## src/otgrs_pkg.sv

```systemverilog
// otg role and session control: shared constants and types
package otgrs_pkg;

  // ----------------------------------------
  // register map (index on the plain port)
  // ----------------------------------------
  localparam logic [1:0] ADDR_CTRL = 2'h0;
  localparam logic [1:0] ADDR_STAT = 2'h1;
  localparam logic [1:0] ADDR_MASK = 2'h2;
  localparam logic [7:0] REG_RESET = 8'h00;

  // ----------------------------------------
  // control register fields
  // ----------------------------------------
  localparam int unsigned BIT_ROLE = 7;
  localparam int unsigned BIT_FAST = 6;
  localparam int unsigned BIT_SLOW = 5;
  localparam int unsigned BIT_VBHI = 4;
  localparam int unsigned BIT_VBLO = 3;
  localparam int unsigned BIT_HOST = 2;
  localparam int unsigned BIT_REQ  = 1;
  localparam int unsigned BIT_SESS = 0;

  // vbus level codes
  localparam logic [1:0] VBUS_BELOW_END = 2'h0;
  localparam logic [1:0] VBUS_ABOVE_END = 2'h1;
  localparam logic [1:0] VBUS_ABOVE_AV  = 2'h2;
  localparam logic [1:0] VBUS_ABOVE_VV  = 2'h3;

  // ----------------------------------------
  // synchronised pin vector layout
  // ----------------------------------------
  localparam int unsigned IN_W      = 10;
  localparam int unsigned IN_ID_A   = 0;
  localparam int unsigned IN_SEND   = 1;
  localparam int unsigned IN_AVAL   = 2;
  localparam int unsigned IN_VVAL   = 3;
  localparam int unsigned IN_SUSP   = 4;
  localparam int unsigned IN_CONN   = 5;
  localparam int unsigned IN_LOWSPD = 6;
  localparam int unsigned IN_CHIRP  = 7;
  localparam int unsigned IN_BRST   = 8;
  localparam int unsigned IN_HDONE  = 9;
  // id pin idles as A out of reset, so the role bit reads 0 until filtered
  localparam logic [IN_W-1:0] IN_RESET = 10'h001;

  // ----------------------------------------
  // interrupt status bits
  // ----------------------------------------
  localparam int unsigned EV_SESS_ON  = 0;
  localparam int unsigned EV_SESS_OFF = 1;
  localparam int unsigned EV_CONN     = 2;
  localparam int unsigned EV_DISC     = 3;
  localparam int unsigned EV_HNP_DONE = 4;
  localparam int unsigned EV_SOFT_DIS = 5;

  typedef enum logic [1:0] {
    HNP_IDLE = 2'b00,
    HNP_WAIT = 2'b01,
    HNP_ACT  = 2'b10
  } otgrs_hnp_e;

endpackage

```

## src/otgrs_top.sv

```systemverilog
// otg role and session control register with its state logic
`timescale 1ns/1ps
// What this block does
// RULE_01: bit 7 reads 0 for A, 1 for B
// RULE_02: role flag only meaningful during a session
// RULE_03: bit 6 flags full or high speed peer
// RULE_04: high speed told by chirp during reset
// RULE_05: bit 5 flags low speed peer
// RULE_06: bits 4-3 give the vbus level code
// RULE_07: bit 2 reads 1 while acting host
// RULE_08: B request starts negotiation on suspend
// RULE_09: hardware clears request when negotiation ends
// RULE_10: A software sets or clears session bit
// RULE_11: B hardware sets and clears session bit
// RULE_12: software sets session to start session request
// RULE_13: clearing session in suspend soft disconnects
// RULE_14: read-only bits ignore writes, all reset zero
module otgrs_top
  import otgrs_pkg::*;
(
  input  wire logic       clk,
  input  wire logic       reset_n,
  input  wire logic [1:0] reg_addr,
  input  wire logic [7:0] reg_wdata,
  input  wire logic       reg_wr,
  input  wire logic       reg_rd,
  output logic      [7:0] reg_rdata,
  input  wire logic       id_grounded,
  input  wire logic       vbus_above_send,
  input  wire logic       vbus_above_aval,
  input  wire logic       vbus_above_vval,
  input  wire logic       bus_suspended,
  input  wire logic       peer_connected,
  input  wire logic       peer_low_speed,
  input  wire logic       hs_chirp_seen,
  input  wire logic       bus_reset_active,
  input  wire logic       hnp_finished,
  output logic            host_active,
  output logic            session_drive,
  output logic            srp_start,
  output logic            hnp_start,
  output logic            soft_disconnect,
  output logic            peer_high_speed,
  output logic            irq
);

  // ----------------------------------------
  // helpers
  // ----------------------------------------
  // comparator outputs to level code; higher wins
  function automatic logic [1:0] vbus_code(
    input logic send,
    input logic aval,
    input logic vval
  );
    if (vval) begin
      return VBUS_ABOVE_VV;
    end else if (aval) begin
      return VBUS_ABOVE_AV;
    end else if (send) begin
      return VBUS_ABOVE_END;
    end
    return VBUS_BELOW_END;
  endfunction

  // ----------------------------------------
  // state
  // ----------------------------------------
  logic [IN_W-1:0] sync1_ff;
  logic [IN_W-1:0] sync2_ff;
  logic [IN_W-1:0] sync3_ff;
  logic [IN_W-1:0] filt_ff;
  logic            b_role_ff;
  logic            sess_ff;
  logic            sess_q_ff;
  logic            vbus_on_q_ff;
  logic            host_ff;
  logic            req_ff;
  logic            fast_ff;
  logic            slow_ff;
  logic            hs_ff;
  logic            conn_q_ff;
  logic            done_q_ff;
  otgrs_hnp_e      hnp_ff;
  otgrs_hnp_e      nxt_hnp;
  logic [7:0]      stat_ff;
  logic [7:0]      nxt_stat;
  logic [7:0]      mask_ff;
  logic [7:0]      nxt_mask;
  logic [7:0]      ev;
  logic [7:0]      ctrl_view;
  logic [1:0]      vbus_lvl;
  logic            vbus_on;
  logic            susp;
  logic            peer_conn;
  logic            done_rise;
  logic            wr_ctrl;
  logic            rd_stat;
  logic            hnp_end;

  // ----------------------------------------
  // pin synchronisers
  // ----------------------------------------
  // three stages; a bit moves only once stages two and three agree
  always_ff @(posedge clk or negedge reset_n) begin
    if (!reset_n) begin
      sync1_ff <= IN_RESET;
      sync2_ff <= IN_RESET;
      sync3_ff <= IN_RESET;
    end else begin
      sync1_ff <= {hnp_finished, bus_reset_active, hs_chirp_seen,
                   peer_low_speed, peer_connected, bus_suspended,
                   vbus_above_vval, vbus_above_aval, vbus_above_send,
                   id_grounded};
      sync2_ff <= sync1_ff;
      sync3_ff <= sync2_ff;
    end
  end

  // filtered view, held while the two late stages disagree
  always_ff @(posedge clk or negedge reset_n) begin
    if (!reset_n) begin
      filt_ff <= IN_RESET; // RULE_14
    end else begin
      filt_ff <= (sync2_ff & ~(sync2_ff ^ sync3_ff)) |
                 (filt_ff & (sync2_ff ^ sync3_ff));
    end
  end

  // ----------------------------------------
  // decoded link conditions
  // ----------------------------------------
  assign vbus_lvl = vbus_code(filt_ff[IN_SEND], filt_ff[IN_AVAL],
                              filt_ff[IN_VVAL]); // RULE_06
  assign vbus_on   = (vbus_lvl != VBUS_BELOW_END);
  assign susp      = filt_ff[IN_SUSP];
  assign peer_conn = filt_ff[IN_CONN];
  assign done_rise = filt_ff[IN_HDONE] & ~done_q_ff;
  assign wr_ctrl   = reg_wr & (reg_addr == ADDR_CTRL);
  assign rd_stat   = reg_rd & (reg_addr == ADDR_STAT);
  assign hnp_end   = (hnp_ff == HNP_ACT) & done_rise;

  // edge history for events
  always_ff @(posedge clk or negedge reset_n) begin
    if (!reset_n) begin
      sess_q_ff    <= 1'b0;
      vbus_on_q_ff <= 1'b0;
      conn_q_ff    <= 1'b0;
      done_q_ff    <= 1'b0;
    end else begin
      sess_q_ff    <= sess_ff;
      vbus_on_q_ff <= vbus_on;
      conn_q_ff    <= fast_ff | slow_ff;
      done_q_ff    <= filt_ff[IN_HDONE];
    end
  end

  // ----------------------------------------
  // role
  // ----------------------------------------
  // frozen during a session so a glitching id pin cannot flip it
  always_ff @(posedge clk or negedge reset_n) begin
    if (!reset_n) begin
      b_role_ff <= 1'b0;
    end else if (!sess_ff) begin
      b_role_ff <= ~filt_ff[IN_ID_A]; // RULE_01 RULE_02
    end
  end

  // ----------------------------------------
  // session bit
  // ----------------------------------------
  // hardware threshold crossings win over a same-cycle write
  always_ff @(posedge clk or negedge reset_n) begin
    if (!reset_n) begin
      sess_ff <= 1'b0;
    end else if (b_role_ff && vbus_on && !vbus_on_q_ff) begin
      sess_ff <= 1'b1; // RULE_11
    end else if (b_role_ff && !vbus_on && vbus_on_q_ff) begin
      sess_ff <= 1'b0; // RULE_11
    end else if (wr_ctrl && reg_wdata[BIT_SESS]) begin
      sess_ff <= 1'b1; // RULE_10 RULE_12
    end else if (wr_ctrl && (!b_role_ff || susp)) begin
      sess_ff <= 1'b0; // RULE_10 RULE_13
    end
  end

  // one-cycle requests toward the transceiver logic
  always_ff @(posedge clk or negedge reset_n) begin
    if (!reset_n) begin
      srp_start       <= 1'b0;
      soft_disconnect <= 1'b0;
    end else begin
      srp_start <= wr_ctrl & reg_wdata[BIT_SESS] & b_role_ff
                   & ~sess_ff; // RULE_12
      soft_disconnect <= wr_ctrl & ~reg_wdata[BIT_SESS] & sess_ff
                         & susp; // RULE_13
    end
  end

  // ----------------------------------------
  // host role
  // ----------------------------------------
  // A side hosts its session; B side hosts only after negotiation
  always_ff @(posedge clk or negedge reset_n) begin
    if (!reset_n) begin
      host_ff <= 1'b0;
    end else if (!sess_ff) begin
      host_ff <= 1'b0;
    end else if (!b_role_ff) begin
      host_ff <= 1'b1; // RULE_07
    end else if (hnp_end) begin
      host_ff <= 1'b1; // RULE_07
    end
  end

  // ----------------------------------------
  // host negotiation request
  // ----------------------------------------
  // a software set in the same cycle as the clear wins
  always_ff @(posedge clk or negedge reset_n) begin
    if (!reset_n) begin
      req_ff <= 1'b0;
    end else if (wr_ctrl) begin
      req_ff <= reg_wdata[BIT_REQ];
    end else if (hnp_end) begin
      req_ff <= 1'b0; // RULE_09
    end
  end

  // negotiation sequencer
  always_comb begin
    nxt_hnp = hnp_ff;
    case (hnp_ff)
      HNP_IDLE: begin
        if (b_role_ff && req_ff && sess_ff) begin
          nxt_hnp = HNP_WAIT;
        end
      end
      HNP_WAIT: begin
        if (!req_ff || !sess_ff) begin
          nxt_hnp = HNP_IDLE;
        end else if (susp) begin
          nxt_hnp = HNP_ACT; // RULE_08
        end
      end
      HNP_ACT: begin
        if (done_rise || !sess_ff) begin
          nxt_hnp = HNP_IDLE; // RULE_09
        end
      end
      default: begin
        nxt_hnp = HNP_IDLE;
      end
    endcase
  end

  always_ff @(posedge clk or negedge reset_n) begin
    if (!reset_n) begin
      hnp_ff    <= HNP_IDLE;
      hnp_start <= 1'b0;
    end else begin
      hnp_ff    <= nxt_hnp;
      hnp_start <= (hnp_ff == HNP_WAIT) & (nxt_hnp == HNP_ACT); // RULE_08
    end
  end

  // ----------------------------------------
  // peer speed detection
  // ----------------------------------------
  // only tracked as host; cleared on detach so stale speed never shows
  always_ff @(posedge clk or negedge reset_n) begin
    if (!reset_n) begin
      fast_ff <= 1'b0;
      slow_ff <= 1'b0;
      hs_ff   <= 1'b0;
    end else if (!host_ff || !peer_conn) begin
      fast_ff <= 1'b0;
      slow_ff <= 1'b0;
      hs_ff   <= 1'b0;
    end else begin
      fast_ff <= ~filt_ff[IN_LOWSPD]; // RULE_03
      slow_ff <= filt_ff[IN_LOWSPD];  // RULE_05
      if (filt_ff[IN_BRST] && filt_ff[IN_CHIRP] && !filt_ff[IN_LOWSPD]) begin
        hs_ff <= 1'b1; // RULE_04
      end
    end
  end

  // ----------------------------------------
  // interrupts
  // ----------------------------------------
  always_comb begin
    ev              = '0;
    ev[EV_SESS_ON]  = sess_ff & ~sess_q_ff;
    ev[EV_SESS_OFF] = ~sess_ff & sess_q_ff;
    ev[EV_CONN]     = (fast_ff | slow_ff) & ~conn_q_ff;
    ev[EV_DISC]     = ~(fast_ff | slow_ff) & conn_q_ff;
    ev[EV_HNP_DONE] = hnp_end;
    ev[EV_SOFT_DIS] = soft_disconnect;
  end

  // read clears; an event in the clearing cycle survives
  assign nxt_stat = (stat_ff & ~{8{rd_stat}}) | ev;

  always_ff @(posedge clk or negedge reset_n) begin
    if (!reset_n) begin
      stat_ff <= REG_RESET;
      irq     <= 1'b0;
    end else begin
      stat_ff <= nxt_stat;
      irq     <= |(nxt_stat & nxt_mask);
    end
  end

  // irq uses the next mask so it never lags a mask write by a cycle
  assign nxt_mask = (reg_wr && reg_addr == ADDR_MASK) ? reg_wdata : mask_ff;

  always_ff @(posedge clk or negedge reset_n) begin
    if (!reset_n) begin
      mask_ff <= REG_RESET;
    end else begin
      mask_ff <= nxt_mask;
    end
  end

  // ----------------------------------------
  // register read port
  // ----------------------------------------
  // only bits 1 and 0 are writable; the rest are live status
  assign ctrl_view = {b_role_ff, fast_ff, slow_ff, vbus_lvl,
                      host_ff, req_ff, sess_ff}; // RULE_14

  // data stand only in the cycle after the strobe
  always_ff @(posedge clk or negedge reset_n) begin
    if (!reset_n) begin
      reg_rdata <= REG_RESET;
    end else if (!reg_rd) begin
      reg_rdata <= REG_RESET;
    end else begin
      case (reg_addr)
        ADDR_CTRL: reg_rdata <= ctrl_view;
        ADDR_STAT: reg_rdata <= stat_ff;
        ADDR_MASK: reg_rdata <= mask_ff;
        default:   reg_rdata <= REG_RESET;
      endcase
    end
  end

  // mirrored levels, registered so outputs come from flops
  always_ff @(posedge clk or negedge reset_n) begin
    if (!reset_n) begin
      host_active     <= 1'b0;
      session_drive   <= 1'b0;
      peer_high_speed <= 1'b0;
    end else begin
      host_active     <= host_ff;
      session_drive   <= sess_ff;
      peer_high_speed <= hs_ff;
    end
  end
endmodule

```

## config.mk

```make
export PLATFORM = sky130hd
export DESIGN_NAME = otgrs_top
export DESIGN_NICKNAME = d
export VERILOG_FILES = /design/src/otgrs_pkg.sv /design/src/otgrs_top.sv
export SDC_FILE = /design/constraint.sdc
export NUM_CORES = 1
export LEC_CHECK = 0
export ABC_CLOCK_PERIOD_IN_PS = 1700
export BUFFER_PORTS_ARGS = -buffer_cell sky130_fd_sc_hd__buf_2
export CAP_MARGIN = 20
export CORE_ASPECT_RATIO = 1.5
export CORE_MARGIN = 2
export CORE_UTILIZATION = 55
export DETAILED_ROUTE_END_ITERATION = 10
export PLACE_DENSITY_LB_ADDON = 0.1
export SLEW_MARGIN = 10
export SYNTH_ARGS = -nofsm -noshare
export SYNTH_HDL_FRONTEND = slang
export SYNTH_SLANG_ARGS = --single-unit
```

## constraint.sdc

```tcl
create_clock -name clk -period 1.7 [get_ports clk]
set_input_delay 0.34 -clock clk [delete_from_list [all_inputs] [get_ports clk]]
set_output_delay 0.34 -clock clk [all_outputs]
set_load 0.01 [all_outputs]
```

==> results.cfg <==
[power_and_ir_drop]
psw_uw = 1184
power.ir.vdd_worst_v = 0.0008949
sequentialPowerShare_pct = 55.2
cellPowerDensity_nw_per_um2 = 1310
p_leak_uw = 0.001643
internal_power_uw = 3275
switching_share_pct = 26.55
pwr-share-clk_pct = 31.2
share_comb_of_total_power_pct = 13.7

[timing]
final_hold_viol_count = 0
transition_time_of_the_tightest_slew_check_pin_ns = 0.3940
final_setup_violation_count = 0
slew_viol_final = 0
tns_ns = 0
fin_worst_skew_ns = 0.008922
final_period_minus_worst_setup_slack_ns = 1.346
rsz0062_at_grt = false
final.period_utilization_pct = 79.19
max_freq_mhz = 742.8
hold_ws_ns = 0.09980
max-slew-margin-rel_pct = 73.73

[grt]
gr-total-overflow = 0
grt_util_met2_pct = 31.63
grt_use_met1_pct = 23.79
grt_antenna_before_repair = 0
grt_usage_pct = 19.76
groute.layer.met3.usage_pct = 5.890
grt-busiest-layer = met2
grt_pass1_vias = 1722
largest_net_degree_at_the_start_of_global_routing = 31
global_route_wire_length_before_repair_um = 8390

[hold_path]
hold_path_depth = 1
hp_class = input port to register

[synthesis]
ys_seq_area_share_pct = 73.47
largest_family_of_logic_cells_by_synthesized_area = simple AND/OR/NAND/NOR gates
synthDistinctLibCells = 33
synthSimpleGateAreaFrac_pct = 9.183
synth-seq-cells = 83
syn-cell-area_um2 = 2834
syn_nets = 216
yosys-top-cells-area = dfrtp_1 70%, dfstp_2 3.7%, maj3_1 3.5%
muxShareOfSynthArea_pct = 5.607
synthDominantAreaCellType = dfrtp_1
yosys_warnings = 0
post_synth_adder_cell_area_pct = 3.532
synthDominantCellAreaShare_pct = 69.76
netlist_instances = 192
synth-compound-area-share_pct = 6.534
post_synth_xor_area_fraction_pct = 0
syn_avg_cell_area_um2 = 14.76

[clocking]
cts-root-buf = clkbuf_8
cts-buffers-inserted = 9
number_of_gates_given_a_new_drive_strength_after_cts = 0
tritoncts_clock_tree = built
ctsLongestPathBuffers = 2
cts.clk_slew.worst_paths_ns = 0.08
clock_latency_on_the_worst_skew_pair_ns = 0.34
ctsHtreeMaxLevel = 3
numClockSinks = 83

[place]
place_hpwl_um = 3574
placement.io_buffers = 38
finalWeightedCongestion = 0.8400

[die]
ioPinCount = 39
die_x_um = 62.61
num_rows = 32
fp.dieH_um = 91.92
core_region_area_um2 = 5045
effective_utilization_at_floorplan_pct = 56.18
die_area_um2 = 5755

[drt]
num_vias = 1651
dr.pass1.iters = 4
drt-vias-per-instance = 5.143
drtIter0Drc = 60
route.detailed.wl_per_inst_um = 15.16
drt-total-wl_um = 4867
drtAntennaViolNets = 0
drc_errors = 0

[run]
maxCapViolCount = 0

[setup_path]
timing.setup.critical_path_class = register to register
element_type_at_the_critical_path_end = register
required_ns = 1.91
cp_max_fo = 3
worst-r2r-cell-count = 6
worst_ep_arrival_time_ns = 1.56
start_kind = register

[status]
status = complete, no violations

[final_layout]
multiInputGateArea_um2 = 704.4
post-route-util_pct = 67.49
num-fill-cells = 384
layout-drive-gt1-share_pct = 30.04
area_delta_synth_final_pct = 20.13
design.final.nets = 272
insertedDiodeCount = 0
layout.area.seq_um2 = 2082
per-layer routing:
| layer | wire length (um) | part of all wire (%) |
|---|---|---|
| met1 | 1968 | 40 |
| met2 | 2571 | 53 |
| met3 | 211 | 4.3 |
| met5 | 0 | 0 |
| met4 | 116 | 2.4 |
critical path, cell delays in order (launching register included):
cell and delay [ns]:
dfrtp_1 0.41, nand2b_1 0.10, nor3b_1 0.06, buf_4 0.15, a21o_1 0.17, a221oi_2 0.26
nand2_1 0.07
Yosys cell counts, drive strengths merged:
cell and number:
dfrtp 79, nand2 11, maj3 10, o21ai 10, inv 9, and2 8
mux2i 8, nor2 8, mux2 7, nor2b 5, dfstp 4, nor3 4
a221oi 3, a22o 3, nand3b 3, a21o 2, a21oi 2, a31oi 2
buf 2, nor3b 2, a211oi 1, a22oi 1, and4 1, and4b 1
clkbuf 1, nand2b 1, nand4b 1, o22ai 1, o2bb2ai 1, o31a 1
placed cells by master (no fill, tap or decap), types with 2 or more instances in the layout:
| cell | n |
|---|---|
| o21ai_0 | 10 |
| mux2_2 | 7 |
| clkbuf_8 | 10 |
| a21oi_1 | 2 |
| nor3_1 | 4 |
| clkinvlp_4 | 2 |
| clkinv_4 | 2 |
| and2_1 | 8 |
| nor3b_1 | 2 |
| nor2b_1 | 5 |
| buf_4 | 8 |
| a22o_1 | 3 |
| inv_1 | 9 |
| buf_2 | 37 |
| a31oi_1 | 2 |
| mux2i_1 | 8 |
| nor2_1 | 8 |
| nand2_1 | 11 |
| a21o_1 | 2 |
| dfrtp_1 | 79 |
| buf_12 | 2 |
| maj3_1 | 10 |
| a221oi_1 | 2 |
| dfstp_2 | 4 |
power by group through the flow:
stage / Sequential, uW / Clock, uW / Combinational [uW]
floorplan: 2460 / 0 / 356
global placement: 2490 / 0 / 600
detailed placement: 2500 / 0 / 614
CTS: 2460 / 1430 / 618
global route: 2500 / 1550 / 692
finish: 2460 / 1390 / 610
cell families after synthesis:
logic type / after synthesis
flip-flops: 83
AND/OR/NAND/NOR: 45
AO/OA/AOI/OAI: 27
multiplexers: 15
buffers and inverters: 12
adder cells (fa/ha/maj): 10
metrics by stage:
stage / cell area [um2] / cells / worst slack (ns) / total power, uW
floorplan: 2834 / 192 / 0.2996 / 2818
global placement: 3191 / 304 / 0.06698 / 3089
detailed placement: 3191 / 304 / 0.02590 / 3116
CTS: 3405 / 321 / 0.3394 / 4512
global route: 3405 / 321 / 0.2393 / 4738
finish: 3405 / 321 / 0.3538 / 4459
worst paths after layout:
| check | slack (ns) | startpoint | to |
|---|---|---|---|
| min reg2reg | 0.35 | sync1_ff[6] | sync2_ff[6] |
| min | 0.1 | id_grounded | sync1_ff[0] |
| max reg2reg | 0.35 | register | irq |
| max in group asynchronous | 0.76 | reset_n | asynchronous set/reset pin |
| min in group asynchronous | 0.46 | reset_n | reg_rdata[6] |
| max | 0.35 | register | irq |
timing repair:
item                                   4_1_cts  5_1_grt
setup buffers                                0        0
hold buffers                                 1        0
endpoints found under the hold margin       23        0
cell type report:
| class | instances | share of cell area (%) |
|---|---|---|
| flip-flops and latches | 83 | 61.15 |
| multi-input cells | 97 | 20.69 |
| repair buffers | 48 | 8.673 |
| clock buffers | 11 | 4.153 |
| well taps | 68 | 2.499 |
| clock inverters | 5 | 1.838 |
| inverters | 9 | 0.9923 |
Note: power is estimated with default switching activity, not from simulation.
